## config.mk

```make
export PLATFORM = sky130hd
export DESIGN_NAME = tpc_top
export DESIGN_NICKNAME = d
export VERILOG_FILES = /design/src/inc/tpc_pkg.sv /design/src/logic/tpc_chan.sv /design/src/logic/tpc_pin_sync.sv /design/src/logic/tpc_top.sv
export SDC_FILE = /design/constraint.sdc
export NUM_CORES = 1
export LEC_CHECK = 0
export BUFFER_PORTS_ARGS = -buffer_cell sky130_fd_sc_hd__clkbuf_2
export CORE_ASPECT_RATIO = 0.6
export CORE_UTILIZATION = 55
export CTS_CLUSTER_SIZE = 12
export DETAILED_ROUTE_END_ITERATION = 12
export PLACE_DENSITY = 0.72
export SETUP_SLACK_MARGIN = 0.4
export SKIP_CTS_REPAIR_TIMING = 1
export SLEW_MARGIN = 20
export SYNTH_ARGS = -nofsm -noshare
export SYNTH_HDL_FRONTEND = slang
export SYNTH_SLANG_ARGS = --single-unit
```

## constraint.sdc

```tcl
create_clock -name clk_in -period 5.4 [get_ports clk_in]
set_input_delay 0.27 -clock clk_in [delete_from_list [all_inputs] [get_ports clk_in]]
set_output_delay 0.27 -clock clk_in [all_outputs]
set_load 0.01 [all_outputs]
```

## src/inc/tpc_pkg.sv

```systemverilog
// timer pin i/o control constants for channels 0 to 2
// assumes one 100 MHz clock and a plain strobe register port
// What this block does
// - code 0xxx is compare; bit 2 initial level; 01 drives low on match
// - compare code x10 starts at initial level, drives high on match
// - compare code x11 toggles on match; code x00 leaves pin disabled
// - code 1000 captures on rising edge; channel 2 ignores bit 2
// - code 1001 captures on falling pin edge
// - code 101x captures on both pin edges
// - channel 0 C code 11xx captures on each channel 1 count
// - channel 1 A code 11xx captures on channel 0 A match
// - channel 0 buffer bit set blocks C capture and compare
package tpc_pkg;

  // --------------------------------------------------------------------
  // widths
  // --------------------------------------------------------------------
  localparam int unsigned ADDR_W = 8;
  localparam int unsigned DATA_W = 32;
  localparam int unsigned CNT_W  = 16;
  localparam int unsigned CTL_W  = 8;

  // --------------------------------------------------------------------
  // register byte offsets
  // --------------------------------------------------------------------
  localparam logic [ADDR_W-1:0] OFS_CH0_C_CTL = 8'h00;
  localparam logic [ADDR_W-1:0] OFS_CH1_CTL   = 8'h04;
  localparam logic [ADDR_W-1:0] OFS_CH2_CTL   = 8'h08;
  localparam logic [ADDR_W-1:0] OFS_CH0_MODE  = 8'h0C;
  localparam logic [ADDR_W-1:0] OFS_RUN       = 8'h10;
  localparam logic [ADDR_W-1:0] OFS_CH0_GRA   = 8'h14;
  localparam logic [ADDR_W-1:0] OFS_CH0_GRC   = 8'h18;
  localparam logic [ADDR_W-1:0] OFS_CH1_GRA   = 8'h1C;
  localparam logic [ADDR_W-1:0] OFS_CH2_GRA   = 8'h20;
  localparam logic [ADDR_W-1:0] OFS_CNT0      = 8'h24;
  localparam logic [ADDR_W-1:0] OFS_CNT1      = 8'h28;
  localparam logic [ADDR_W-1:0] OFS_CNT2      = 8'h2C;

  // --------------------------------------------------------------------
  // field positions
  // --------------------------------------------------------------------
  localparam int unsigned POS_SEL_MODE = 3;
  localparam int unsigned POS_SEL_INIT = 2;
  localparam int unsigned POS_BUF_OP_A = 4;
  localparam int unsigned POS_RUN0     = 0;
  localparam int unsigned POS_RUN1     = 1;
  localparam int unsigned POS_RUN2     = 2;
  localparam int unsigned POS_CH1_DOWN = 3;

  // --------------------------------------------------------------------
  // compare actions in bits 1:0
  // --------------------------------------------------------------------
  localparam logic [1:0] ACT_OFF    = 2'h0;
  localparam logic [1:0] ACT_LOW    = 2'h1;
  localparam logic [1:0] ACT_HIGH   = 2'h2;
  localparam logic [1:0] ACT_TOGGLE = 2'h3;

  // --------------------------------------------------------------------
  // reset values
  // --------------------------------------------------------------------
  localparam logic [CTL_W-1:0] RST_CTL  = 8'h00;
  localparam logic [CTL_W-1:0] RST_MODE = 8'h00;
  localparam logic [CTL_W-1:0] RST_RUN  = 8'h00;
  localparam logic [CNT_W-1:0] RST_GR   = 16'hFFFF;
  localparam logic [CNT_W-1:0] RST_CNT  = 16'h0000;

endpackage : tpc_pkg

```

## src/logic/tpc_chan.sv

```systemverilog
// compare output and capture decision for one general register
// assumes edges and match are one-cycle pulses on clk_in
`timescale 1ns/1ns
module tpc_chan
  import tpc_pkg::*;
#(
  parameter bit HAS_CASCADE = 1'b1
)(
  input  wire logic       clk_in,
  input  wire logic       rst_n_in,
  input  wire logic       ce_in,
  input  wire logic [3:0] sel_in,
  input  wire logic       sel_wr_in,
  input  wire logic       block_in,
  input  wire logic       match_in,
  input  wire logic       rise_in,
  input  wire logic       fall_in,
  input  wire logic       cascade_in,
  output logic            capture_out,
  output logic            pin_out,
  output logic            oe_out
);

  logic       cmp_mode;
  logic [1:0] act;
  logic       ev;
  logic       pin_q;
  logic       oe_q;
  logic       sel_wr_q;

  assign cmp_mode = ~sel_in[POS_SEL_MODE];
  assign act      = sel_in[1:0];

  // --------------------------------------------------------------------
  // capture source select
  // --------------------------------------------------------------------
  always_comb begin
    if (HAS_CASCADE && sel_in[POS_SEL_INIT]) begin
      ev = cascade_in;
    end else if (sel_in[1]) begin
      ev = rise_in | fall_in;
    end else if (sel_in[0]) begin
      ev = fall_in;
    end else begin
      ev = rise_in;
    end
  end

  assign capture_out = ce_in & ~cmp_mode & ~block_in & ev;

  // write strobe delayed until the new code sits in sel_in
  always_ff @(posedge clk_in or negedge rst_n_in) begin
    if (!rst_n_in) begin
      sel_wr_q <= 1'b0;
    end else if (ce_in) begin
      sel_wr_q <= sel_wr_in;
    end
  end

  // --------------------------------------------------------------------
  // compare output pin
  // --------------------------------------------------------------------
  always_ff @(posedge clk_in or negedge rst_n_in) begin
    if (!rst_n_in) begin
      pin_q <= 1'b0;
    end else if (ce_in) begin
      if (sel_wr_q && cmp_mode) begin
        pin_q <= sel_in[POS_SEL_INIT];
      end else if (cmp_mode && match_in && !block_in) begin
        case (act)
          ACT_LOW:    pin_q <= 1'b0;
          ACT_HIGH:   pin_q <= 1'b1;
          ACT_TOGGLE: pin_q <= ~pin_q;
          default:    pin_q <= pin_q;
        endcase
      end
    end
  end

  always_ff @(posedge clk_in or negedge rst_n_in) begin
    if (!rst_n_in) begin
      oe_q <= 1'b0;
    end else if (ce_in) begin
      oe_q <= cmp_mode && (act != ACT_OFF) && !block_in;
    end
  end

  assign pin_out = pin_q;
  assign oe_out  = oe_q;

endmodule : tpc_chan

```

## src/logic/tpc_pin_sync.sv

```systemverilog
// two-stage synchroniser with edge pulses for one timer pin
// assumes the pin is asynchronous to clk_in
`timescale 1ns/1ns
module tpc_pin_sync
  import tpc_pkg::*;
(
  input  wire logic clk_in,
  input  wire logic rst_n_in,
  input  wire logic ce_in,
  input  wire logic pin_in,
  output logic      rise_out,
  output logic      fall_out
);

  logic meta_q;
  logic sync_q;
  logic last_q;

  // --------------------------------------------------------------------
  // synchroniser and history
  // --------------------------------------------------------------------
  always_ff @(posedge clk_in or negedge rst_n_in) begin
    if (!rst_n_in) begin
      meta_q <= 1'b0;
      sync_q <= 1'b0;
      last_q <= 1'b0;
    end else if (ce_in) begin
      meta_q <= pin_in;
      sync_q <= meta_q;
      last_q <= sync_q;
    end
  end

  assign rise_out = ce_in & sync_q & ~last_q;
  assign fall_out = ce_in & ~sync_q & last_q;

endmodule : tpc_pin_sync

```

## src/logic/tpc_top.sv

```systemverilog
// pin i/o control for timer channels 0 to 2 with counters and registers
// assumes a plain strobe register port; pins are asynchronous inputs
`timescale 1ns/1ns
module tpc_top
  import tpc_pkg::*;
(
  input  wire logic              clk_in,
  input  wire logic              rst_n_in,
  input  wire logic              ce_in,
  input  wire logic [ADDR_W-1:0] addr_in,
  input  wire logic [DATA_W-1:0] wdata_in,
  input  wire logic              wr_in,
  input  wire logic              rd_in,
  output logic      [DATA_W-1:0] rdata_out,
  input  wire logic              ch0_pin_c_in,
  output logic                   ch0_pin_c_out,
  output logic                   ch0_pin_c_oe_out,
  input  wire logic              ch1_pin_a_in,
  output logic                   ch1_pin_a_out,
  output logic                   ch1_pin_a_oe_out,
  input  wire logic              ch2_pin_a_in,
  output logic                   ch2_pin_a_out,
  output logic                   ch2_pin_a_oe_out
);

  // --------------------------------------------------------------------
  // register state
  // --------------------------------------------------------------------
  logic [CTL_W-1:0]  ch0_c_pin_io_control_q;
  logic [CTL_W-1:0]  ch1_pin_io_control_q;
  logic [CTL_W-1:0]  ch2_pin_io_control_q;
  logic [CTL_W-1:0]  ch0_mode_reg_q;
  logic [CTL_W-1:0]  run_ctl_q;
  logic [CNT_W-1:0]  ch0_general_reg_a_q;
  logic [CNT_W-1:0]  ch0_general_reg_c_q;
  logic [CNT_W-1:0]  ch1_general_reg_a_q;
  logic [CNT_W-1:0]  ch2_general_reg_a_q;
  logic [CNT_W-1:0]  cnt0_q;
  logic [CNT_W-1:0]  cnt1_q;
  logic [CNT_W-1:0]  cnt2_q;
  logic [DATA_W-1:0] rdata_q;
  logic [DATA_W-1:0] rdata_d;

  // --------------------------------------------------------------------
  // decoded strobes and events
  // --------------------------------------------------------------------
  logic wr_ctl0;
  logic wr_ctl1;
  logic wr_ctl2;
  logic tick0;
  logic tick1;
  logic tick2;
  logic buf_on;
  logic match0_a;
  logic match0_c;
  logic match1_a;
  logic match2_a;
  logic cap0_c;
  logic cap1_a;
  logic cap2_a;
  logic rise0;
  logic fall0;
  logic rise1;
  logic fall1;
  logic rise2;
  logic fall2;
  logic pin0_q;
  logic pin1_q;
  logic pin2_q;
  logic oe0_q;
  logic oe1_q;
  logic oe2_q;

  assign wr_ctl0 = ce_in && wr_in && (addr_in == OFS_CH0_C_CTL);
  assign wr_ctl1 = ce_in && wr_in && (addr_in == OFS_CH1_CTL);
  assign wr_ctl2 = ce_in && wr_in && (addr_in == OFS_CH2_CTL);

  assign tick0  = ce_in & run_ctl_q[POS_RUN0];
  assign tick1  = ce_in & run_ctl_q[POS_RUN1];
  assign tick2  = ce_in & run_ctl_q[POS_RUN2];
  assign buf_on = ch0_mode_reg_q[POS_BUF_OP_A];

  // a match is the count that reaches the register value
  assign match0_a = tick0 && (cnt0_q == ch0_general_reg_a_q);
  assign match0_c = tick0 && (cnt0_q == ch0_general_reg_c_q);
  assign match1_a = tick1 && (cnt1_q == ch1_general_reg_a_q);
  assign match2_a = tick2 && (cnt2_q == ch2_general_reg_a_q);

  // --------------------------------------------------------------------
  // pin synchronisers
  // --------------------------------------------------------------------
  tpc_pin_sync u_sync0 (
    .clk_in   (clk_in),
    .rst_n_in (rst_n_in),
    .ce_in    (ce_in),
    .pin_in   (ch0_pin_c_in),
    .rise_out (rise0),
    .fall_out (fall0)
  );

  tpc_pin_sync u_sync1 (
    .clk_in   (clk_in),
    .rst_n_in (rst_n_in),
    .ce_in    (ce_in),
    .pin_in   (ch1_pin_a_in),
    .rise_out (rise1),
    .fall_out (fall1)
  );

  tpc_pin_sync u_sync2 (
    .clk_in   (clk_in),
    .rst_n_in (rst_n_in),
    .ce_in    (ce_in),
    .pin_in   (ch2_pin_a_in),
    .rise_out (rise2),
    .fall_out (fall2)
  );

  // --------------------------------------------------------------------
  // channel pin functions
  // --------------------------------------------------------------------
  tpc_chan #(.HAS_CASCADE(1'b1)) u_ch0_c (
    .clk_in      (clk_in),
    .rst_n_in    (rst_n_in),
    .ce_in       (ce_in),
    .sel_in      (ch0_c_pin_io_control_q[3:0]),
    .sel_wr_in   (wr_ctl0),
    .block_in    (buf_on),
    .match_in    (match0_c),
    .rise_in     (rise0),
    .fall_in     (fall0),
    .cascade_in  (tick1),
    .capture_out (cap0_c),
    .pin_out     (pin0_q),
    .oe_out      (oe0_q)
  );

  tpc_chan #(.HAS_CASCADE(1'b1)) u_ch1_a (
    .clk_in      (clk_in),
    .rst_n_in    (rst_n_in),
    .ce_in       (ce_in),
    .sel_in      (ch1_pin_io_control_q[3:0]),
    .sel_wr_in   (wr_ctl1),
    .block_in    (1'b0),
    .match_in    (match1_a),
    .rise_in     (rise1),
    .fall_in     (fall1),
    .cascade_in  (match0_a),
    .capture_out (cap1_a),
    .pin_out     (pin1_q),
    .oe_out      (oe1_q)
  );

  tpc_chan #(.HAS_CASCADE(1'b0)) u_ch2_a (
    .clk_in      (clk_in),
    .rst_n_in    (rst_n_in),
    .ce_in       (ce_in),
    .sel_in      (ch2_pin_io_control_q[3:0]),
    .sel_wr_in   (wr_ctl2),
    .block_in    (1'b0),
    .match_in    (match2_a),
    .rise_in     (rise2),
    .fall_in     (fall2),
    .cascade_in  (1'b0),
    .capture_out (cap2_a),
    .pin_out     (pin2_q),
    .oe_out      (oe2_q)
  );

  // --------------------------------------------------------------------
  // control registers
  // --------------------------------------------------------------------
  always_ff @(posedge clk_in or negedge rst_n_in) begin
    if (!rst_n_in) begin
      ch0_c_pin_io_control_q <= RST_CTL;
      ch1_pin_io_control_q   <= RST_CTL;
      ch2_pin_io_control_q   <= RST_CTL;
      ch0_mode_reg_q         <= RST_MODE;
      run_ctl_q              <= RST_RUN;
    end else if (ce_in && wr_in) begin
      if (addr_in == OFS_CH0_C_CTL) begin
        ch0_c_pin_io_control_q <= wdata_in[CTL_W-1:0];
      end else if (addr_in == OFS_CH1_CTL) begin
        ch1_pin_io_control_q <= wdata_in[CTL_W-1:0];
      end else if (addr_in == OFS_CH2_CTL) begin
        ch2_pin_io_control_q <= wdata_in[CTL_W-1:0];
      end else if (addr_in == OFS_CH0_MODE) begin
        ch0_mode_reg_q <= wdata_in[CTL_W-1:0];
      end else if (addr_in == OFS_RUN) begin
        run_ctl_q <= wdata_in[CTL_W-1:0];
      end
    end
  end

  // --------------------------------------------------------------------
  // counters
  // --------------------------------------------------------------------
  always_ff @(posedge clk_in or negedge rst_n_in) begin
    if (!rst_n_in) begin
      cnt0_q <= RST_CNT;
      cnt1_q <= RST_CNT;
      cnt2_q <= RST_CNT;
    end else if (ce_in) begin
      if (wr_in && addr_in == OFS_CNT0) begin
        cnt0_q <= wdata_in[CNT_W-1:0];
      end else if (tick0) begin
        cnt0_q <= cnt0_q + 16'h0001;
      end
      if (wr_in && addr_in == OFS_CNT1) begin
        cnt1_q <= wdata_in[CNT_W-1:0];
      end else if (tick1 && run_ctl_q[POS_CH1_DOWN]) begin
        cnt1_q <= cnt1_q - 16'h0001;
      end else if (tick1) begin
        cnt1_q <= cnt1_q + 16'h0001;
      end
      if (wr_in && addr_in == OFS_CNT2) begin
        cnt2_q <= wdata_in[CNT_W-1:0];
      end else if (tick2) begin
        cnt2_q <= cnt2_q + 16'h0001;
      end
    end
  end

  // --------------------------------------------------------------------
  // general registers: capture beats a software write
  // --------------------------------------------------------------------
  always_ff @(posedge clk_in or negedge rst_n_in) begin
    if (!rst_n_in) begin
      ch0_general_reg_a_q <= RST_GR;
    end else if (ce_in) begin
      if (buf_on && match0_a) begin
        ch0_general_reg_a_q <= ch0_general_reg_c_q;
      end else if (wr_in && addr_in == OFS_CH0_GRA) begin
        ch0_general_reg_a_q <= wdata_in[CNT_W-1:0];
      end
    end
  end

  always_ff @(posedge clk_in or negedge rst_n_in) begin
    if (!rst_n_in) begin
      ch0_general_reg_c_q <= RST_GR;
    end else if (ce_in) begin
      if (cap0_c) begin
        ch0_general_reg_c_q <= cnt0_q;
      end else if (wr_in && addr_in == OFS_CH0_GRC) begin
        ch0_general_reg_c_q <= wdata_in[CNT_W-1:0];
      end
    end
  end

  always_ff @(posedge clk_in or negedge rst_n_in) begin
    if (!rst_n_in) begin
      ch1_general_reg_a_q <= RST_GR;
    end else if (ce_in) begin
      if (cap1_a) begin
        ch1_general_reg_a_q <= cnt1_q;
      end else if (wr_in && addr_in == OFS_CH1_GRA) begin
        ch1_general_reg_a_q <= wdata_in[CNT_W-1:0];
      end
    end
  end

  always_ff @(posedge clk_in or negedge rst_n_in) begin
    if (!rst_n_in) begin
      ch2_general_reg_a_q <= RST_GR;
    end else if (ce_in) begin
      if (cap2_a) begin
        ch2_general_reg_a_q <= cnt2_q;
      end else if (wr_in && addr_in == OFS_CH2_GRA) begin
        ch2_general_reg_a_q <= wdata_in[CNT_W-1:0];
      end
    end
  end

  // --------------------------------------------------------------------
  // read path
  // --------------------------------------------------------------------
  always_comb begin
    rdata_d = '0;
    if (addr_in == OFS_CH0_C_CTL) begin
      rdata_d[CTL_W-1:0] = ch0_c_pin_io_control_q;
    end else if (addr_in == OFS_CH1_CTL) begin
      rdata_d[CTL_W-1:0] = ch1_pin_io_control_q;
    end else if (addr_in == OFS_CH2_CTL) begin
      rdata_d[CTL_W-1:0] = ch2_pin_io_control_q;
    end else if (addr_in == OFS_CH0_MODE) begin
      rdata_d[CTL_W-1:0] = ch0_mode_reg_q;
    end else if (addr_in == OFS_RUN) begin
      rdata_d[CTL_W-1:0] = run_ctl_q;
    end else if (addr_in == OFS_CH0_GRA) begin
      rdata_d[CNT_W-1:0] = ch0_general_reg_a_q;
    end else if (addr_in == OFS_CH0_GRC) begin
      rdata_d[CNT_W-1:0] = ch0_general_reg_c_q;
    end else if (addr_in == OFS_CH1_GRA) begin
      rdata_d[CNT_W-1:0] = ch1_general_reg_a_q;
    end else if (addr_in == OFS_CH2_GRA) begin
      rdata_d[CNT_W-1:0] = ch2_general_reg_a_q;
    end else if (addr_in == OFS_CNT0) begin
      rdata_d[CNT_W-1:0] = cnt0_q;
    end else if (addr_in == OFS_CNT1) begin
      rdata_d[CNT_W-1:0] = cnt1_q;
    end else if (addr_in == OFS_CNT2) begin
      rdata_d[CNT_W-1:0] = cnt2_q;
    end
  end

  // data stand only in the cycle after the read strobe
  always_ff @(posedge clk_in or negedge rst_n_in) begin
    if (!rst_n_in) begin
      rdata_q <= '0;
    end else if (ce_in) begin
      rdata_q <= rd_in ? rdata_d : '0;
    end
  end

  // --------------------------------------------------------------------
  // outputs
  // --------------------------------------------------------------------
  assign rdata_out        = rdata_q;
  assign ch0_pin_c_out    = pin0_q;
  assign ch0_pin_c_oe_out = oe0_q;
  assign ch1_pin_a_out    = pin1_q;
  assign ch1_pin_a_oe_out = oe1_q;
  assign ch2_pin_a_out    = pin2_q;
  assign ch2_pin_a_oe_out = oe2_q;

endmodule : tpc_top

```

## After elaboration in Yosys (flattened, before gate mapping)

Cells that the tools add are included.

- Bitwise operators: 42
- Add/sub/neg operators: 4
- Equal/unequal tests: 24
- Reduce and logical (&&, ||, !) cells: 61
- Mux-type cells: 50

Operator list:

| kind | count |
|---|---|
| $mux W16 | 23 |
| $mux W8 | 10 |
| $eq A16 B16 Y1 | 4 |
| $add A16 B1 Y16 const B | 3 |
| $eq A8 B5 Y1 const B | 4 |
| $eq A8 B6 Y1 const B | 4 |
| $logic_and A1 B1 Y1 | 28 |
| $reduce_bool A2 Y1 | 12 |
| $and A1 B1 Y1 | 22 |
| $not A1 Y1 | 17 |
| $eq A8 B4 Y1 const B | 2 |
| $reduce_and A2 Y1 | 8 |
| $sub A16 B1 Y16 const B | 1 |
| $mux W1 | 14 |
| $eq A2 B2 Y1 const B | 6 |
| $reduce_and A3 Y1 | 4 |
| $reduce_bool A4 Y1 | 3 |
| $pmux W1 S3 | 3 |
| $eq A8 B3 Y1 const B | 1 |
| $logic_not A8 Y1 | 1 |
| $eq A2 B1 Y1 const B | 3 |
| $reduce_and A6 Y1 | 1 |
| $reduce_and A5 Y1 | 1 |
| $reduce_and A4 Y1 | 1 |
| other kinds (3) | 5 |

- Register bits: 202
- Logic and storage cells: 212
- Output and inout bits: 38

## Depth between registers and ports, before layout

- Depth after elaboration: 14
- Mapped depth: 12

## Cells and area by module

A second synthesis with hierarchy kept.

- Cell total of the unflattened synthesis: 1302
- Area total of the unflattened synthesis: 11648.7 µm²

By module, submodules not included:

| module | times used | seq. area each (µm²) | cells each | area each (µm²) |
|---|---|---|---|---|
| tpc_top | 1 | 4284.1 | 1203 | 10565.1 |
| tpc_pin_sync | 3 | 75.1 | 8 | 128.9 |
| tpc_chan at u_ch1_a | 1 | 75.1 | 27 | 254.0 |
| tpc_chan at u_ch2_a | 1 | 75.1 | 26 | 241.5 |
| tpc_chan at u_ch0_c | 1 | 75.1 | 22 | 201.4 |

## Least setup slack after synthesis

No wires, ideal clock.

- Path kind: in2reg
- Start point: input port ce_in
- End point: register cnt1_q[15]
- Setup slack: 2.491 ns
- Library setup time: 0.143 ns
- Path buffers: 2
- Stages: 12
- Arrival: 2.765 ns
- Cell sequence: clkbuf_2 clkbuf_1 nand3_1 inv_1 ha_1 a211oi_1 o21a_1 o22ai_1 o21ai_0 xnor2_1 a2bb2oi_1 a211oi_1

- Cells in the longest elaborated chain, start to end: 4

Ends and longest elaborated chain:

| element | RTL line | source |
|---|---|---|
| from (decl) | tpc_top.sv:9 | `input wire logic ce_in,` |
| $and A1 B1 Y1 | tpc_top.sv:79 | `assign tick1 = ce_in & run_ctl_q[POS_RUN1];` |
| $logic_and A1 B1 Y1 | tpc_top.sv:211 | `end else if (tick1 && run_ctl_q[POS_CH1_DOWN]) begin` |
| $reduce_bool A3 Y1 (no line) or $mux W16 (tied branches) | - |  |
| $reduce_and A2 Y1 (no line) or $mux W16 (tied branches) | - |  |
| to (signal assigned) | tpc_top.sv:210 | `cnt1_q <= wdata_in[CNT_W-1:0];` |
| to (signal assigned) | tpc_top.sv:212 | `cnt1_q <= cnt1_q - 16'h0001;` |
| to (signal assigned) | tpc_top.sv:214 | `cnt1_q <= cnt1_q + 16'h0001;` |
| to (decl) | tpc_top.sv:39 | `logic [CNT_W-1:0] cnt1_q;` |

Parallel ways exist; a longest one is shown, timed or not.
A chain may end at the register's enable or synchronous reset.

## Worst setup path after layout

- Start point: register run_ctl_q[1]
- End point: register cnt1_q[15]

- Cells in the longest elaborated chain, start to end: 4

Ends and longest elaborated chain:

| element | RTL line | source |
|---|---|---|
| from (decl) | tpc_top.sv:33 | `logic [CTL_W-1:0] run_ctl_q;` |
| from (signal assigned) | tpc_top.sv:190 | `run_ctl_q <= wdata_in[CTL_W-1:0];` |
| $and A1 B1 Y1 (*) | tpc_top.sv:79 |  |
| $logic_and A1 B1 Y1 | tpc_top.sv:211 |  |
| $reduce_bool A3 Y1 (no line) or $mux W16 (tied branches) | - |  |
| $reduce_and A2 Y1 (no line) or $mux W16 (tied branches) | - |  |

Every way passes the cells marked *; elsewhere a longest branch is shown, timed or not.

==> parameters.txt <==
Parameter                              Value

Critical path
  Worst flop-to-flop path startpoint ... run_ctl_q[1]
  Worst flop-to-flop path endpoint ... cnt1_q[15]
  Maximum fanout along the worst path ... 16
  Reg-to-reg setup timing slack ... approximately 2000 ps
  Worst Setup Start Kind ... register
  Kind of end point of the critical path ... register
  Critical path required time ... approximately 5700 ps
  Setup Crit Path Kind ... reg -> reg
  Crit path DAT ... 3710 ps
  Worst reg2reg path depth ... 10

STA
  Post-route clock period utilization ... between 60% and 70%
  RSZ-0062 raised after global routing ... false
  Hold Vio Cnt, Final ... 0
  Transition time at the pin with the least slew margin ... 1100 ps
  Final max-slew violation count ... 0
  Worst-case clock skew ... 12.2 ps
  Worst hold margin ... about 64 ps
  Sum of negative setup slack ... 0 ps
  Timing-limited maximum frequency ... 0.293 GHz
  Crit path time final ... approximately 3400 ps
  Worst max-slew margin expressed relative to the limit ... between 20% and 30%
  Setup Viol. Count Final ... 0

Power
  Net switching share of the total power ... a little under a third
  Power share of the combinational group ... ~16%
  Internal power consumption ... about 2.5 mW
  Switch Pwr ... ~1.1 mW
  VDD IR max ... around 0.24 mV
  Proportion of power drawn by flip-flops and latches ... between 40% and 50%
  Power Density ... approximately 290 nW/um2
  Leakage ... 5.65 nW
  Clock share of power ... 36.4%

Drt
  Routed via count ... around 10k
  Number of DRC markers in iteration 0 ... between 1k and 1.5k
  Pre-Repair DR Iteration Count ... 7
  WL per Instance ... between 20 and 25 um
  Via count normalized by instance count ... approximately 6.5
  Residual antenna-violating net count after detailed routing ... 0
  Residual DRC ... 0
  Final Routed Wirelength ... roughly 35000 um

Layout
  Antenna fix cells ... 0
  Fraction of final layout cells with drive strength greater than 1 ... approximately 20%
  Utilization of the core after routing ... about 62%
  Count of filler cells inserted in the layout ... between 1.5k and 2k
  Layout Nets ... around 1.3k
  Sequential cell area in the final layout ... between 4000 and 5000 um2
  Area Growth Syn to Fin ... 7.87%
  Area used by multi-input combinational logic ... around 6500 um2
  Number of standard cells in the layout, taps in and fillers out ... 1551
  Most frequent standard cell in the layout excluding fill and tap cells ... sky130_fd_sc_hd__a21oi_1
  Most frequent cells in the layout ... sky130_fd_sc_hd__a21oi_1 (155), sky130_fd_sc_hd__nor2_1 (146), sky130_fd_sc_hd__dfrtp_1 (122), sky130_fd_sc_hd__nand2_1 (89), sky130_fd_sc_hd__mux2i_1 (77)

Yosys
  Async set or reset register ratio after synthesis ... 100%
  Dominant register cell in the synthesized netlist ... sky130_fd_sc_hd__dfrtp_1
  Synthesized cell area ... ~12000 um2
  Cell count after synthesis ... 1270
  Post-synth EDFFs ... 0
  Number of synthesized register bits ... roughly 190
  Number of different library cells in the post-synthesis netlist ... 73
  Area leader, netlist ... sky130_fd_sc_hd__dfrtp_1
  Post-Synthesis Mean Instance Area ... just over 9 um2
  Sequential-to-total area share from yosys stat ... 40.4%
  Fraction of post-synthesis cell area in the top cell type by area ... around a quarter
  Synth area leaders ... sky130_fd_sc_hd__dfrtp_1 (26%), sky130_fd_sc_hd__dfstp_2 (14%), sky130_fd_sc_hd__a21oi_1 (6.6%)
  Yosys warns ... 0

Min path
  Worst Hold End ... u_sync0.meta_q
  Hold path startpoint ... ch0_pin_c_in
  Worst min-delay path class ... in -> reg
  Number of cells on the worst hold path ... 2

Global routing
  Number of global-route vias before repair ... roughly 9k
  Overall routing resource usage ... roughly 33%
  First-pass GRT wire length ... approximately 54000 um
  Initial antenna violation count ... 0
  Overflow after GRT ... 0
  Pin count of the biggest net entering global routing ... 75

Die
  Starting utilization of the core area ... around 57%
  Vertical die dimension ... ~120 um
  Number of placement rows ... 40
  Die X ... roughly 190 um
  Die outline area ... between 20000 and 25000 um2
  Count of pins on the block boundary ... 86
  Core region area ... between 20000 and 25000 um2

Clocking
  Inserted Clock Buffers ... 17
  Maximum clock path buffer count ... 2
  Clock network latency to the later pin of the worst-skew pair ... about 450 ps
  Clock-pin slew on the worst setup and hold paths ... 80 ps
  H-tree level count ... 4
  Total number of clock tree sinks ... around 190
  TritonCTS clock tree ... built
  Clk root buf ... sky130_fd_sc_hd__clkbuf_16

Placed design
  Buffers added on ports ... 53
  Routability-driven placement congestion ratio ... 0.947
  Cell Count Post-Placement ... roughly 1.5k
  Detailed placer's ending HPWL ... 25700 um

Run status
  Result of the run ... finished, final reports clean

Job
  Number of max-cap violations ... 0
-- how the worst max path moves through the flow --
stage,slack (ps),startpoint,endpoint
after floorplan,2490,ce_in,cnt1_q[15]
after global placement,2120,run_ctl_q[1],cnt1_q[15]
after detailed placement,2070,run_ctl_q[1],cnt1_q[15]
after CTS,2050,run_ctl_q[1],cnt1_q[15]
after global routing,1770,run_ctl_q[1],cnt1_q[15]
final,1980,run_ctl_q[1],cnt1_q[15]
-- synth_stat cells (all sizes together) (3+ instances only) --
cell,instances
clkbuf,57
o21ai,79
a22oi,4
o221ai,4
nor3b,4
dfrtp,122
or3,7
nor3,28
inv,26
buf,50
xnor2,31
o22ai,15
xor2,40
nand4,12
nor4,15
mux2,48
o21a,5
nand2,91
mux2i,77
and3,12
mux4,19
nor2b,8
a21oi,155
nand3,28
ha,16
o2bb2ai,10
o31ai,11
and4,3
o211ai,6
nand2b,8
dfstp,64
o2111ai,6
nor2,151
a31oi,13
a21o,11
a211oi,8
-- cells by family after synthesis --
| kind of cell | Yosys count | synth area share (%) |
|---|---|---|
| simple gates | 377 | 15.2 |
| compound gates | 341 | 17.0 |
| flops | 186 | 40.4 |
| mux | 144 | 14.9 |
| buf+inv | 133 | 5.25 |
| xor+xnor | 71 | 5.31 |
| fa+ha+maj | 17 | 1.88 |
| other cells | 1 | 0.0320 |
-- power groups by stage --
stage	registers, mW	clock network, mW	logic [mW]
final	1.73	1.32	0.592
after global routing	1.73	1.38	0.658
after CTS	1.71	1.32	0.586
after detailed placement	1.74	0	0.585
after global placement	1.73	0	0.567
after floorplan	1.66	0	0.444
-- per-layer routing --
layer / share of wire (%) / wire (um) / GRT usage (%) / up-vias
met4: 1.6 / 563 / 7.47 / 0
met3: 13 / 4720 / 11.8 / 45
li1: - / - / - / 4528
met1: 46 / 16100 / 50.5 / 4940
met2: 39 / 13900 / 44.0 / 583
met5: 0 / 0 / 0 / -
-- worst max-delay path, cell delays in order, from the launching register on --
cell and delay (ps):
sky130_fd_sc_hd__dfrtp_1 480, sky130_fd_sc_hd__nand3_1 370, sky130_fd_sc_hd__inv_1 540, sky130_fd_sc_hd__ha_1 350, sky130_fd_sc_hd__a211oi_1 360, sky130_fd_sc_hd__o21a_1 240
sky130_fd_sc_hd__o22ai_1 140, sky130_fd_sc_hd__o21ai_0 350, sky130_fd_sc_hd__xnor2_1 170, sky130_fd_sc_hd__a2bb2oi_1 170, sky130_fd_sc_hd__a211oi_1 80
-- per-stage QoR --
step | instance area, um2 | power [mW] | setup slack [ps]
detailed placement | 12000 | 2.32 | 2070
floorplan | 11800 | 2.10 | 2490
CTS | 12600 | 3.62 | 2050
global placement | 12000 | 2.30 | 2120
global route | 12600 | 3.77 | 1770
finish | 12600 | 3.64 | 1980
-- registers in the layout (all words and copies together) (netlist names), 8 cells and up --
signal and count:
ch0_general_reg_a_q 16, ch0_general_reg_c_q 16, ch1_general_reg_a_q 16, ch2_general_reg_a_q 16, cnt0_q 16, cnt1_q 16, cnt2_q 16, rdata_out 16
ch0_c_pin_io_control_q 8, ch0_mode_reg_q 8, ch1_pin_io_control_q 8, ch2_pin_io_control_q 8, run_ctl_q 8
-- layout make-up --
class,count,area share [%]
well taps,273,2.70
inverters,26,0.773
repair buffers,68,3.11
clock inverters,15,1.38
multi-input cells,966,51.2
flip-flops and latches,186,37.5
clock buffers,17,3.37
No activity file was read; power rests on OpenSTA's default activity.
